**src/sar_cfg_defines.svh**
```systemverilog
// Offsets, field positions, reset values and timing counts for the converter control block.
// Assumes a 100 MHz pclk and 32-bit APB with byte addresses.
// How it works
// - Both mode pins equal selects normal mode
// - Fast low, low-power high: low-power, 500 kSPS
// - Low-power mode powers down after each conversion
// - Coding is straight binary or twos complement
// - Software coding setting overrides the coding pin
// - Sixteen-bit codes, midscale 0x8000 or 0x0000
// - Overrange saturates to top or bottom code
// - Signed and wide pins pick four input ranges
// - Software range setting overrides both range pins
// - Fast high, low-power low selects warp mode
// - New settings apply at the next acquisition
`ifndef SAR_CFG_DEFINES_SVH
`define SAR_CFG_DEFINES_SVH

`define CFG_OFS       12'h000
`define STAT_OFS      12'h004
`define RES_OFS       12'h008

`define CFG_FAST_BIT  0
`define CFG_LOWP_BIT  1
`define CFG_BIP_BIT   2
`define CFG_WIDE_BIT  3
`define CFG_BIN_BIT   4
`define CFG_RST       5'h10
`define STAT_TF_BIT   1

`define CODE_BIN_TOP  16'hffff
`define CODE_BIN_BOT  16'h0000
`define CODE_FLIP     16'h8000
`define CODE_MAX      18'sh0ffff

`define CLK_NS        10
`define WARP_KSPS     750
`define NORM_KSPS     600
`define LOWP_KSPS     500
// Least start spacing in cycles, rounded up
`define MIN_GAP(k)    ((1000000 + (k) * `CLK_NS - 1) / ((k) * `CLK_NS))
`define CONV_CYCLES   100

`endif

```
**src/sar_cfg_pkg.sv**
```systemverilog
// Types shared by the converter control block and its testbench.
// Assumes the defines header is compiled alongside.
package sar_cfg_pkg;

	typedef enum logic [1:0] {
		MODE_NORMAL = 2'b00,
		MODE_LOWPWR = 2'b01,
		MODE_WARP   = 2'b10
	} mode_t;

	typedef enum logic {
		ST_IDLE = 1'b0,
		ST_CONV = 1'b1
	} conv_st_t;

	typedef struct packed {
		mode_t mode;
		logic  bipolar;
		logic  wide;
		logic  binary;
	} cfg_t;

	typedef struct packed {
		logic convst_n;
		logic fast_mode;
		logic low_power_mode;
		logic signed_range;
		logic wide_range_pin;
		logic output_coding_pin;
		logic sw_config_sel;
	} pin_in_t;

	typedef struct packed {
		logic        psel;
		logic        penable;
		logic        pwrite;
		logic [11:0] paddr;
		logic [31:0] pwdata;
	} apb_req_t;

	typedef struct packed {
		logic        pready;
		logic        pslverr;
		logic [31:0] prdata;
	} apb_rsp_t;

	typedef struct packed {
		conv_st_t    st;
		logic        cnv_prev;
		logic [4:0]  cfg_reg;
		cfg_t        act;
		logic [7:0]  gap;
		logic [7:0]  cnt;
		logic        too_fast;
		logic        pd;
		logic [15:0] result;
		apb_rsp_t    rsp;
	} state_t;

endpackage : sar_cfg_pkg

```
**src/code_format.sv**
```systemverilog
// Output code formatter: saturates the raw sample and applies the selected coding.
// Assumes the sample is in LSBs above negative full scale, possibly out of span.
`timescale 1ns/10ps
`include "sar_cfg_defines.svh"
module code_format #(
	parameter int W = 16
) (
	// Raw sample and coding
	input  wire logic signed [W+1:0] sample,
	input  wire logic                binary,
	// Formatted code
	output logic             [W-1:0] code
);
	logic [W-1:0] bin;

	always_comb begin
		if (sample < 0) begin
			bin = `CODE_BIN_BOT;
		end else if (sample > `CODE_MAX) begin
			bin = `CODE_BIN_TOP;
		end else begin
			bin = sample[W-1:0];
		end
		// Twos complement is offset binary with the sign bit flipped
		code = binary ? bin : (bin ^ `CODE_FLIP);
	end

endmodule : code_format

```
**src/sar_mode_ctrl.sv**
```systemverilog
// Mode, range and coding control for a 16-bit SAR converter, with an APB register port.
// Assumes pins and the raw sample are synchronous to pclk; the analog core follows cfg_o.
//
// Chosen here: the APB slave port and the address map.
`timescale 1ns/10ps
`include "sar_cfg_defines.svh"
module sar_mode_ctrl
	import sar_cfg_pkg::*;
#(
	parameter int CONV_CYCLES = `CONV_CYCLES
) (
	// Clock, reset, enable
	input  wire logic              pclk,
	input  wire logic              presetn,
	input  wire logic              ce,
	// APB
	input  wire sar_cfg_pkg::apb_req_t apb_req,
	output sar_cfg_pkg::apb_rsp_t  apb_rsp,
	// Configuration pins and start
	input  wire sar_cfg_pkg::pin_in_t pins,
	// Analog core
	input  wire logic signed [17:0] sample_val,
	output sar_cfg_pkg::cfg_t      cfg_o,
	output logic                   busy_o,
	output logic                   conv_pd_o,
	output logic [15:0]            result_o
);
	import sar_cfg_pkg::*;

	localparam logic [8:0] GAP_WARP = 9'(`MIN_GAP(`WARP_KSPS));
	localparam logic [8:0] GAP_NORM = 9'(`MIN_GAP(`NORM_KSPS));
	localparam logic [8:0] GAP_LOWP = 9'(`MIN_GAP(`LOWP_KSPS));
	localparam logic [7:0] CONV_LAST = 8'(CONV_CYCLES - 1);
	localparam cfg_t CFG_RESET = cfg_t'{mode: MODE_NORMAL, bipolar: 1'b0,
		wide: 1'b0, binary: 1'b1};
	localparam state_t STATE_RST = state_t'{st: ST_IDLE, cnv_prev: 1'b1,
		cfg_reg: `CFG_RST, act: CFG_RESET, gap: 8'hff, cnt: 8'h00,
		too_fast: 1'b0, pd: 1'b0, result: 16'h0000,
		rsp: apb_rsp_t'{pready: 1'b0, pslverr: 1'b0, prdata: 32'h0000_0000}};

	state_t      s_q;
	state_t      s_d;
	cfg_t        sel;
	logic        start;
	logic        access;
	logic        mapped;
	logic [8:0]  min_gap;
	logic [15:0] code;

	function automatic mode_t decode_mode(input logic fast, input logic lowp);
		if (fast == lowp) begin
			return MODE_NORMAL;
		end else if (fast) begin
			return MODE_WARP;
		end else begin
			return MODE_LOWPWR;
		end
	endfunction : decode_mode

	code_format #(
		.W (16)
	) u_fmt (
		.sample (sample_val),
		.binary (s_q.act.binary),
		.code   (code)
	);

	// Register settings replace every configuration pin in software mode
	always_comb begin
		if (pins.sw_config_sel) begin
			sel.mode    = decode_mode(s_q.cfg_reg[`CFG_FAST_BIT], s_q.cfg_reg[`CFG_LOWP_BIT]);
			sel.bipolar = s_q.cfg_reg[`CFG_BIP_BIT];
			sel.wide    = s_q.cfg_reg[`CFG_WIDE_BIT];
			sel.binary  = s_q.cfg_reg[`CFG_BIN_BIT];
		end else begin
			sel.mode    = decode_mode(pins.fast_mode, pins.low_power_mode);
			sel.bipolar = pins.signed_range;
			sel.wide    = pins.wide_range_pin;
			sel.binary  = pins.output_coding_pin;
		end
	end

	always_comb begin
		unique case (sel.mode)
			MODE_WARP:   min_gap = GAP_WARP;
			MODE_LOWPWR: min_gap = GAP_LOWP;
			default:     min_gap = GAP_NORM;
		endcase
	end

	assign start  = s_q.cnv_prev & ~pins.convst_n;
	assign access = apb_req.psel & apb_req.penable & s_q.rsp.pready;
	assign mapped = (apb_req.paddr == `CFG_OFS) || (apb_req.paddr == `STAT_OFS) ||
		(apb_req.paddr == `RES_OFS);

	always_comb begin
		s_d          = s_q;
		s_d.cnv_prev = pins.convst_n;
		if (s_q.gap != 8'hff) begin
			s_d.gap = s_q.gap + 8'd1;
		end

		// APB: answer is prepared in the setup cycle so outputs stay registered
		if (apb_req.psel && !apb_req.penable) begin
			s_d.rsp.pready  = 1'b1;
			s_d.rsp.pslverr = !mapped;
			unique case (apb_req.paddr)
				`CFG_OFS:  s_d.rsp.prdata = {27'h0, s_q.cfg_reg};
				`STAT_OFS: s_d.rsp.prdata = {23'h0, pins.sw_config_sel, s_q.act,
					s_q.pd, s_q.too_fast, s_q.st == ST_CONV};
				`RES_OFS:  s_d.rsp.prdata = {16'h0, s_q.result};
				default:   s_d.rsp.prdata = 32'h0000_0000;
			endcase
		end else begin
			s_d.rsp.pready  = 1'b0;
			s_d.rsp.pslverr = 1'b0;
		end
		if (access && apb_req.pwrite) begin
			if (apb_req.paddr == `CFG_OFS) begin
				s_d.cfg_reg = apb_req.pwdata[4:0];
			end
			if (apb_req.paddr == `STAT_OFS && apb_req.pwdata[`STAT_TF_BIT]) begin
				s_d.too_fast = 1'b0;
			end
		end

		// Settings latch at the start edge; a start while converting is ignored
		unique case (s_q.st)
			ST_IDLE: begin
				if (start) begin
					s_d.st  = ST_CONV;
					s_d.act = sel;
					s_d.cnt = 8'h00;
					s_d.pd  = 1'b0;
					s_d.gap = 8'h00;
					// Set after the clear so a same-cycle event is kept
					if ({1'b0, s_q.gap} + 9'd1 < min_gap) begin
						s_d.too_fast = 1'b1;
					end
				end
			end
			ST_CONV: begin
				if (s_q.cnt == CONV_LAST) begin
					s_d.st     = ST_IDLE;
					s_d.result = code;
					s_d.pd     = (s_q.act.mode == MODE_LOWPWR);
				end else begin
					s_d.cnt = s_q.cnt + 8'd1;
				end
			end
		endcase
	end

	always_ff @(posedge pclk or negedge presetn) begin
		if (!presetn) begin
			s_q <= STATE_RST;
		end else if (ce) begin
			s_q <= s_d;
		end
	end

	assign apb_rsp   = s_q.rsp;
	assign cfg_o     = s_q.act;
	assign busy_o    = (s_q.st == ST_CONV);
	assign conv_pd_o = s_q.pd;
	assign result_o  = s_q.result;
endmodule : sar_mode_ctrl

```
**config.mk**
```make
export PLATFORM = sky130hd
export DESIGN_NAME = sar_mode_ctrl
export DESIGN_NICKNAME = d
export VERILOG_FILES = /design/src/sar_cfg_pkg.sv /design/src/code_format.sv /design/src/sar_mode_ctrl.sv
export VERILOG_INCLUDE_DIRS = /design/src
export SDC_FILE = /design/constraint.sdc
export NUM_CORES = 1
export LEC_CHECK = 0
export ABC_AREA = 1
export BUFFER_PORTS_ARGS = -buffer_cell sky130_fd_sc_hd__buf_2
export CAP_MARGIN = 20
export CORE_UTILIZATION = 40
export DETAILED_ROUTE_END_ITERATION = 6
export GPL_TIMING_DRIVEN = 0
export PLACE_DENSITY_LB_ADDON = 0.25
export SETUP_SLACK_MARGIN = 0.1
export SLEW_MARGIN = 20
export SYNTH_ARGS = -nofsm -noshare
export SYNTH_HDL_FRONTEND = slang
export SYNTH_SLANG_ARGS = --single-unit
```
**constraint.sdc**
```tcl
create_clock -name pclk -period 5.4 [get_ports pclk]
set_clock_uncertainty 0.1 [all_clocks]
set_input_delay 0.27 -clock pclk [delete_from_list [all_inputs] [get_ports pclk]]
set_output_delay 0.27 -clock pclk [all_outputs]
set_load 0.05 [all_outputs]
```
==> flow_summary_export.csv, run 1 <==
group,metric,value,unit
timing,setup_violations,0,
route,routed_wl,8970,um
clock_tree,cts_tree,"done",
cells_and_area,final_cells,727,
route,drt_iter0_markers,139,
cells_and_area,drive_gt1_frac,0.339,
critical_path,worst_setup_path_start_kind,"flip-flop",
synthesis,yosys_warnings,0,
critical_path,endpoint_kind,"flip-flop",
timing,fin_crit,2.18,ns
critical_path,crit_slowest_cell,"dfstp_2",
worst_hold_path,hp-class,"primary input to flip-flop",
pwr,vdd_ir_drop_max,0.173,mV
critical_path,path_cells,"ha_1 > nand4_1 > o21ai_0 > inv_1 > ha_1 > nand2_1 > inv_1 > nand2_1 > nand2_1 > nand2_1 > nand2_1 > nand2_1",
clock_tree,clkTransAtPathRegs,0.08,ns
die,core-area,0.00937,mm2
clock_tree,htree_levels,3,
route,post_drt_wl_per_cell,12.3,um
die,num_rows,35,
timing,whs,0.0468,ns
die,start_util,0.417,
global_routing,grt_pass1_vias,3244,
clock_tree,cts_buffer_depth,2,
critical_path,critPathTopFamily,"flip-flops",
clock_tree,cts_sinks,64,
critical_path,r2r-start,"s_q[60]",
die,die_w,101,um
critical_path,cp_data_arrival_time,2.31,ns
synthesis,synthDistinctLibCells,33,
timing,fin_tns_setup,0,ns
pwr,power_density,328,mW/mm2
flow_run,maxCapViolCount,0,
timing,layout_setup_ws,3.22,ns
route,ant_nets,0,
timing,max_freq,0.459,GHz
clock_tree,post_cts_resized,0,
placement,routabilityCongestion,0.771,
route,dr.pass1.iters,5,
placement,dp_slack,3.21,ns
critical_path,rr_worst_depth,12,
synthesis,synth.area.top_cells,"dfrtp_1 (34%), nand2_1 (12%), buf_4 (11%)",
clock_tree,cts-root-buf,"clkbuf_8",
die,dieArea,0.0102,mm2
timing,hold_violations,0,
route,via_per_inst,4.64,
cells_and_area,nNetsFinal,676,
pwr,p_leak,2.68,nW
critical_path,cp_max_fo,4,
cells_and_area,diodes,0,
synthesis,yosysSeqAreaShare,0.413,
synthesis,synthFlopType,"dfrtp_1",
global_routing,antenna_found_initial,0,
placement,dp_cells,710,
critical_path,critPathLaunch,"s_q[60]",
synthesis,yosys.area.top_type,"dfrtp_1",
route,num_vias,3374,
global_routing,grt_pass1_wl,14900,um
route,drc,0,
clock_tree,cts-buffers-inserted,9,
synthesis,avgSynthCellArea,8.19,um2
die,dieHeight,101,um
placement,dpl.hpwl,7010,um
critical_path,endpoint,"s_q[51]",
timing,slew_viol_final,0,
timing,min_period_over_period,0.404,
synthesis,synth_commonest_cells,"nand2_1 (123), buf_4 (57), dfrtp_1 (53)",
critical_path,critPathKind,"flip-flop to flip-flop",
global_routing,grt_usage,0.189,
global_routing,grt_max_degree,40,
worst_hold_path,hold_start,"pins[6]",
synthesis,synth_seq_cells,64,
placement,port_buffers,87,
clock_tree,clk_latency,0.34,ns
critical_path,critPathMostFrequentCell,"nand2_1",
critical_path,crit_cells,12,
global_routing,grt-ovfl-total,0,
timing,rsz0062_at_grt,"false",
critical_path,slowest_delay,0.57,ns
critical_path,ff2ff_setup_slack,3.22,ns
synthesis,netlist_instances,478,
critical_path,r2r-end,"s_q[51]",
synthesis,synth_area,0.00391,mm2
die,pin_count,132,
critical_path,crit_required,5.54,ns
synthesis,synth_edf_count,0,
outcome,outcome,"completed",
synthesis,synth.top_cell.area_share,0.339,
synthesis,synth_most_common_cell,"nand2_1",
synthesis,synthArstFlopShare,1.00,
cells_and_area,syn_to_final_growth,23.9,%
critical_path,crit_buf_inv,2,
-- metrics by stage --
| stage | cell area (um2) | power (mW) | utilization |
|---|---|---|---|
| floorplan | 3970 | 0.956 | - |
| global placement | 4570 | 1.06 | 0.487 |
| detailed placement | 4590 | 1.08 | 0.490 |
| CTS | 4850 | 1.60 | 0.517 |
| global route | 4850 | 1.69 | 0.517 |
| finish | 4850 | 1.59 | 0.517 |
-- repair_timing --
| item | in CTS | in global routing |
|---|---|---|
| hold buffers | 1 | 0 |
| setup buffers | 0 | 0 |
| hold endpoints to repair | 18 | 0 |
| setup endpoints to repair | 0 | 0 |
-- placed cells by master, fill, tap and decap left out, types with 2 or more instances in the layout --
cell and instances:
nand2_1 123, buf_2 89, buf_4 58, dfrtp_1 53, inv_1 49, o21ai_0 40, nand3_1 32, nor2_1 23
conb_1 16, o211ai_1 15, dfstp_2 11, clkbuf_8 9, xor2_1 8, ha_1 8, o31ai_1 7, a21oi_1 6
nand4_1 5, buf_6 5, inv_2 4, o21ai_2 4, nor2_4 3, nor3_1 3, nor3_4 3, a31oi_1 3
bufinv_16 3, inv_6 3, nor3_2 2, nand3_2 2, buf_12 2
-- registers in the layout, summed over array words and instances (netlist names) --
| register | cells |
|---|---|
| cfg_o | 5 |
| result_o | 16 |
| busy_o | 1 |
| apb_rsp | 18 |
| conv_pd_o | 1 |
| s_q | 23 |
-- worst min path at each step --
stage               cells after the start  slack [ns]           to
floorplan                               0       -0.13   apb_rsp[0]
global placement                        2        0.37   apb_rsp[3]
detailed placement                      1        0.11  apb_rsp[12]
CTS                                     3        0.03      s_q[78]
global route                            3        0.06      s_q[78]
finish                                  3        0.05      s_q[78]
-- power breakdown --
part	internal, mW	leakage (nW)	switching, mW
registers	0.561	0.806	0.0667
logic	0.157	1.75	0.287
clock network	0.312	0.125	0.208
-- area by class of cell --
class / count / area, um2
Clock inverter: 7 / 125
Tap cell: 129 / 161
Timing Repair Buffer: 89 / 468
Inverter: 53 / 199
Fill cell: 948 / 4520
Sequential cell: 64 / 1620
Multi-Input combinational cell: 309 / 1630
Buffer: 67 / 523
Clock buffer: 9 / 124
-- logic make-up (layout without fill, tap and decap cells) --
| kind of cell | Yosys count | count (layout) | synth area share |
|---|---|---|---|
| AO/OA/AOI/OAI | 76 | 76 | 0.117 |
| other | 1 | 16 | 0.000958 |
| flip-flops | 64 | 64 | 0.413 |
| buffers and inverters | 120 | 225 | 0.185 |
| adder cells (fa/ha/maj) | 8 | 8 | 0.0256 |
| AND/OR/NAND/NOR | 200 | 200 | 0.238 |
| XOR/XNOR | 8 | 8 | 0.0179 |
| multiplexers | 1 | 1 | 0.00288 |
-- layer usage --
| layer | vias to the layer above | GRT usage | share of wire |
|---|---|---|---|
| met1 | 1564 | 0.233 | 0.44 |
| li1 | 1705 | - | - |
| met4 | 0 | 0.0658 | 0.013 |
| met3 | 11 | 0.0270 | 0.044 |
| met5 | - | 0 | 0 |
| met2 | 94 | 0.336 | 0.50 |
-- worst reg2reg max path: cells and delay by family (launching register included) --
family	cells	cell delay, ns
flip-flops	1	0.57
adder cells (fa/ha/maj)	2	0.52
AO/OA/AOI/OAI	1	0.28
AND/OR/NAND/NOR	7	0.48
buffers and inverters	2	0.12
No activity file was read; power rests on OpenSTA's default activity.
==> inputs of run 2 (changes only) <==
Clock period 5.4 ns to 2.18 ns, I/O delays scaled along.
==> flow_summary_export.csv, run 2 (same netlist as run 1, synthesis figures left out) <==
group,metric,value,unit
outcome,outcome,"completed",
critical_path,critPathKind,"flip-flop to flip-flop",
route,drt_iter0_markers,136,
critical_path,crit_slowest_cell,"dfstp_2",
cells_and_area,drive_gt1_frac,0.360,
clock_tree,htree_levels,3,
critical_path,crit_required,2.31,ns
critical_path,critPathTopFamily,"flip-flops",
placement,place_area,0.00459,mm2
die,core-area,0.00937,mm2
flow_run,maxCapViolCount,0,
die,num_rows,35,
clock_tree,cts-buffers-inserted,9,
cells_and_area,largest_reg_flops,23,
die,dieArea,0.0102,mm2
cells_and_area,final_cells,763,
cells_and_area,top_register,"s_q",
clock_tree,clk_latency,0.34,ns
cells_and_area,multi_input_area,0.00174,mm2
timing,fin_crit,1.99,ns
die,start_util,0.417,
placement,routabilityCongestion,0.771,
clock_tree,cts_sinks,64,
global_routing,grt_pass1_vias,3435,
timing,slew_viol_final,0,
pwr,p_total,4.21,mW
cells_and_area,nNetsFinal,712,
pwr,power_density,792,mW/mm2
critical_path,endpoint_kind,"flip-flop",
critical_path,cp_data_arrival_time,2.12,ns
cells_and_area,final_common_cell,"nand2_1",
global_routing,antenna_found_initial,0,
die,die_w,101,um
pwr,p_leak,2.84,nW
critical_path,path_cells,"ha_4 > nand4_1 > o21ai_2 > inv_2 > ha_4 > nand2_2 > inv_2 > nand2_2 > nand2_1 > nand2_1 > nand2_2 > nand2_2",
cells_and_area,fill_cells,878,
timing,fin_tns_setup,0,ns
clock_tree,cts_tree,"done",
timing,hold_violations,0,
critical_path,cp_max_fo,4,
route,num_vias,3543,
worst_hold_path,whs_path_depth,3,
cells_and_area,regArea,0.00162,mm2
placement,dp_cells,710,
critical_path,crit_cells,12,
placement,dpl.hpwl,7010,um
worst_hold_path,hp-class,"primary input to flip-flop",
cells_and_area,diodes,0,
route,post_drt_wl_per_cell,12.4,um
route,drc,0,
clock_tree,cts_buffer_depth,2,
critical_path,crit_buf_inv,2,
critical_path,critPathMostFrequentCell,"nand2_2",
die,pin_count,132,
cells_and_area,syn_to_final_growth,35.9,%
timing,min_period_over_period,0.911,
clock_tree,clkTransAtPathRegs,0.08,ns
placement,port_buffers,87,
route,via_per_inst,4.64,
cells_and_area,layout_common_cells,"nand2_1 (119), buf_2 (88), buf_4 (63)",
route,ant_nets,0,
clock_tree,cts-root-buf,"clkbuf_8",
global_routing,grt-ovfl-total,0,
route,dr.pass1.iters,4,
timing,max_freq,0.504,GHz
route,routed_wl,9450,um
timing,setup_violations,0,
placement,dp_slack,0.0128,ns
pwr,vdd_ir_drop_max,0.476,mV
critical_path,slowest_delay,0.59,ns
cells_and_area,final_area,0.00532,mm2
critical_path,worst_setup_path_start_kind,"flip-flop",
timing,layout_setup_ws,0.194,ns
global_routing,grt_usage,0.198,
timing,rsz0062_at_grt,"true",
critical_path,rr_worst_depth,12,
global_routing,grt_pass1_wl,15700,um
global_routing,grt_max_degree,40,
die,dieHeight,101,um
==> run 2: per-stage QoR <==
| stage | hold WS [ns] | util |
|---|---|---|
| floorplan | -0.287 | - |
| global placement | 0.232 | 0.487 |
| detailed placement | -0.0542 | 0.490 |
| CTS | 0.0121 | 0.552 |
| global route | 0.0418 | 0.567 |
| finish | 0.0309 | 0.567 |
==> run 2: final cells by class <==
type,count,share of cell area
Buffer,67,0.0996
Clock buffer,9,0.0233
Clock inverter,7,0.0235
Inverter,53,0.0374
Multi-Input combinational cell,309,0.328
Sequential cell,64,0.304
Tap cell,129,0.0304
Timing Repair Buffer,125,0.153
==> run 2: worst register-to-register path: cells and delay by family (launching register included) <==
family,cells,cell delay [ns]
compound gates,1,0.19
fa+ha+maj,2,0.44
buf+inv,2,0.11
flops,1,0.59
simple gates,7,0.45
==> run 2: path summary, 6_finish.rpt <==
check | slack (ns) | endpoint | from
hold reg to reg | 0.39 | apb_rsp[12] | apb_rsp[12]
min in group asynchronous | 0.11 | apb_rsp[12] | presetn
max in group asynchronous | 1.27 | s_q[78] | presetn
setup / recovery | 0.19 | s_q[51] | s_q[60]
setup reg to reg | 0.19 | s_q[51] | s_q[60]
hold / removal | 0.03 | result_o[9] | sample_val[16]
==> run 2: layer usage <==
metal  track usage  vias up  share of wire
met5             0        -              0
met4        0.0836        0          0.023
met3        0.0298       20          0.037
met2         0.348       85           0.50
met1         0.240     1660           0.44
li1              -     1778              -
==> run 2: power by group <==
group / leakage, nW / internal (mW) / switching (mW)
sequential: 0.803 / 1.39 / 0.186
clock: 0.125 / 0.774 / 0.516
combinational: 1.91 / 0.554 / 0.791
total: 2.84 / 2.72 / 1.49
==> run 2: timing repair <==
action / 4_1_cts / 5_1_grt
pin swaps: 0 / 10
gates resized for setup: 4 / 24
setup endpoints to repair: 1 / 4
endpoints found under the hold margin: 89 / 0
hold buffers: 32 / 0
buffers inserted: 0 / 5
cloned: 0 / 0
==> inputs of run 3 (changes only) <==
Settings changed: CORE_UTILIZATION 40 to 51.
==> flow_summary_export.csv, run 3 (same netlist as run 1, synthesis figures left out) <==
group,metric,value,unit
cells_and_area,drive_gt1_frac,0.345,
timing,min_period_over_period,0.955,
die,core-area,0.00733,mm2
route,num_vias,3640,
pwr,vdd_ir_drop_max,0.603,mV
route,dr.pass1.iters,4,
timing,slew_viol_final,0,
timing,max_freq,0.480,GHz
global_routing,grt-ovfl-total,0,
die,pin_count,132,
critical_path,crit_slowest_cell,"dfstp_2",
critical_path,critPathKind,"flip-flop to flip-flop",
critical_path,critPathMostFrequentCell,"nand2_1",
critical_path,worst_setup_path_start_kind,"flip-flop",
clock_tree,cts_sinks,64,
pwr,p_int,2.45,mW
timing,setup_violations,0,
clock_tree,clk_latency,0.35,ns
clock_tree,cts_buffer_depth,2,
pwr,pwr-share-seq,0.405,
route,via_per_inst,4.97,
timing,fin_tns_setup,0,ns
die,dieArea,0.00803,mm2
pwr,power_density,752,mW/mm2
placement,port_buffers,87,
cells_and_area,nNetsFinal,712,
route,post_drt_wl_per_cell,13.5,um
cells_and_area,syn_to_final_growth,32.4,%
pwr,pwr-share-clk,0.262,
pwr,comb_power_share,0.333,
global_routing,grt_usage,0.258,
die,start_util,0.534,
clock_tree,htree_levels,3,
flow_run,maxCapViolCount,0,
die,dieHeight,89.6,um
global_routing,grt_pass1_wl,15400,um
outcome,outcome,"completed",
timing,rsz0062_at_grt,"true",
placement,dpl.hpwl,6950,um
pwr,switching_share,0.372,
route,drt_iter0_markers,247,
clock_tree,cts-buffers-inserted,9,
placement,routabilityCongestion,0.874,
timing,layout_setup_ws,0.0975,ns
cells_and_area,fill_cells,577,
global_routing,grt_max_degree,54,
critical_path,slowest_delay,0.58,ns
cells_and_area,final_common_cell,"nand2_1",
pwr,p_sw,1.45,mW
cells_and_area,top_register,"s_q",
clock_tree,cts_tree,"done",
global_routing,grt_pass1_vias,3440,
route,ant_nets,0,
cells_and_area,largest_reg_flops,23,
critical_path,critPathTopFamily,"flip-flops",
critical_path,cp_max_fo,4,
placement,dp_cells,680,
critical_path,endpoint_kind,"flip-flop",
clock_tree,clkTransAtPathRegs,0.08,ns
cells_and_area,diodes,0,
global_routing,antenna_found_initial,0,
die,num_rows,31,
worst_hold_path,hp-class,"primary input to flip-flop",
placement,dp_slack,-0.0558,ns
critical_path,crit_required,2.32,ns
cells_and_area,regArea,0.00162,mm2
pwr,p_leak,2.81,nW
timing,fin_crit,2.08,ns
die,die_w,89.6,um
route,routed_wl,9860,um
cells_and_area,layout_common_cells,"nand2_1 (123), buf_2 (88), buf_4 (64)",
critical_path,cp_data_arrival_time,2.22,ns
critical_path,path_cells,"ha_4 > nand4_1 > o21ai_2 > inv_2 > ha_4 > nand2_1 > inv_1 > nand2_1 > nand2_1 > nand2_1 > nand2_1 > nand2_1",
cells_and_area,multi_input_area,0.00169,mm2
critical_path,crit_buf_inv,2,
route,drc,0,
timing,hold_violations,0,
cells_and_area,final_cells,733,
clock_tree,cts-root-buf,"clkbuf_8",
-- run 3: worst paths after layout --
path                                 from     endpoint  slack, ns  depth (start not counted)
max                               s_q[60]      s_q[51]        0.1                         12
min                        sample_val[16]  result_o[9]       0.02                          3
max reg2reg                       s_q[60]      s_q[51]        0.1                         12
min reg2reg                   apb_rsp[10]  apb_rsp[10]       0.39                          2
max in group asynchronous         presetn      s_q[66]       1.36                          3
min in group asynchronous         presetn  apb_rsp[13]       0.05                          2
-- run 3: final cells by class --
| class | count | share of cell area |
|---|---|---|
| timing repair buffer | 125 | 0.159 |
| clock buffer | 9 | 0.0239 |
| clock inverter | 7 | 0.0140 |
| buffer | 67 | 0.101 |
| tap | 99 | 0.0239 |
| sequential | 64 | 0.312 |
| inverter | 53 | 0.0384 |
| multi-input combinational | 309 | 0.327 |
-- run 3: worst register-to-register path: stages (launching register included) --
cell and delay (ns):
dfstp_2 0.58, ha_4 0.17, nand4_1 0.17, o21ai_2 0.23
inv_2 0.07, ha_4 0.27, nand2_1 0.05, inv_1 0.04
nand2_1 0.05, nand2_1 0.06, nand2_1 0.05, nand2_1 0.08
nand2_1 0.06
-- run 3: per-stage QoR --
stage | total power [mW] | utilization | instance area (um2) | hold WS [ns]
final | 3.90 | 0.706 | 5180 | 0.0227
after global routing | 4.13 | 0.706 | 5180 | 0.0366
after CTS | 3.81 | 0.696 | 5100 | 0.00651
after detailed placement | 2.68 | 0.622 | 4560 | -0.127
after global placement | 2.62 | 0.618 | 4530 | 0.232
after floorplan | 2.37 | - | 3970 | -0.287
-- run 3: repair_timing --
action,CTS,global route
pin swaps,2,5
setup endpoints to repair,1,4
resized for setup,5,11
endpoints found under the hold margin,82,0
buffers inserted,0,5
hold buffers,32,0
-- run 3: power by group through the flow --
stage                     Sequential, mW  Combinational, mW  Clock (mW)
after floorplan                     1.55              0.822           0
after global placement              1.57               1.05           0
after detailed placement            1.58               1.10           0
after CTS                           1.57               1.21        1.03
after global routing                1.59               1.44        1.10
final                               1.58               1.30        1.02
-- run 3: routing by layer --
metal,global-route usage,vias up,routed length [um]
met1,0.305,1697,4030
li1,-,1791,-
met3,0.0484,32,486
met5,0,-,0
met4,0.150,0,364
met2,0.439,120,4980
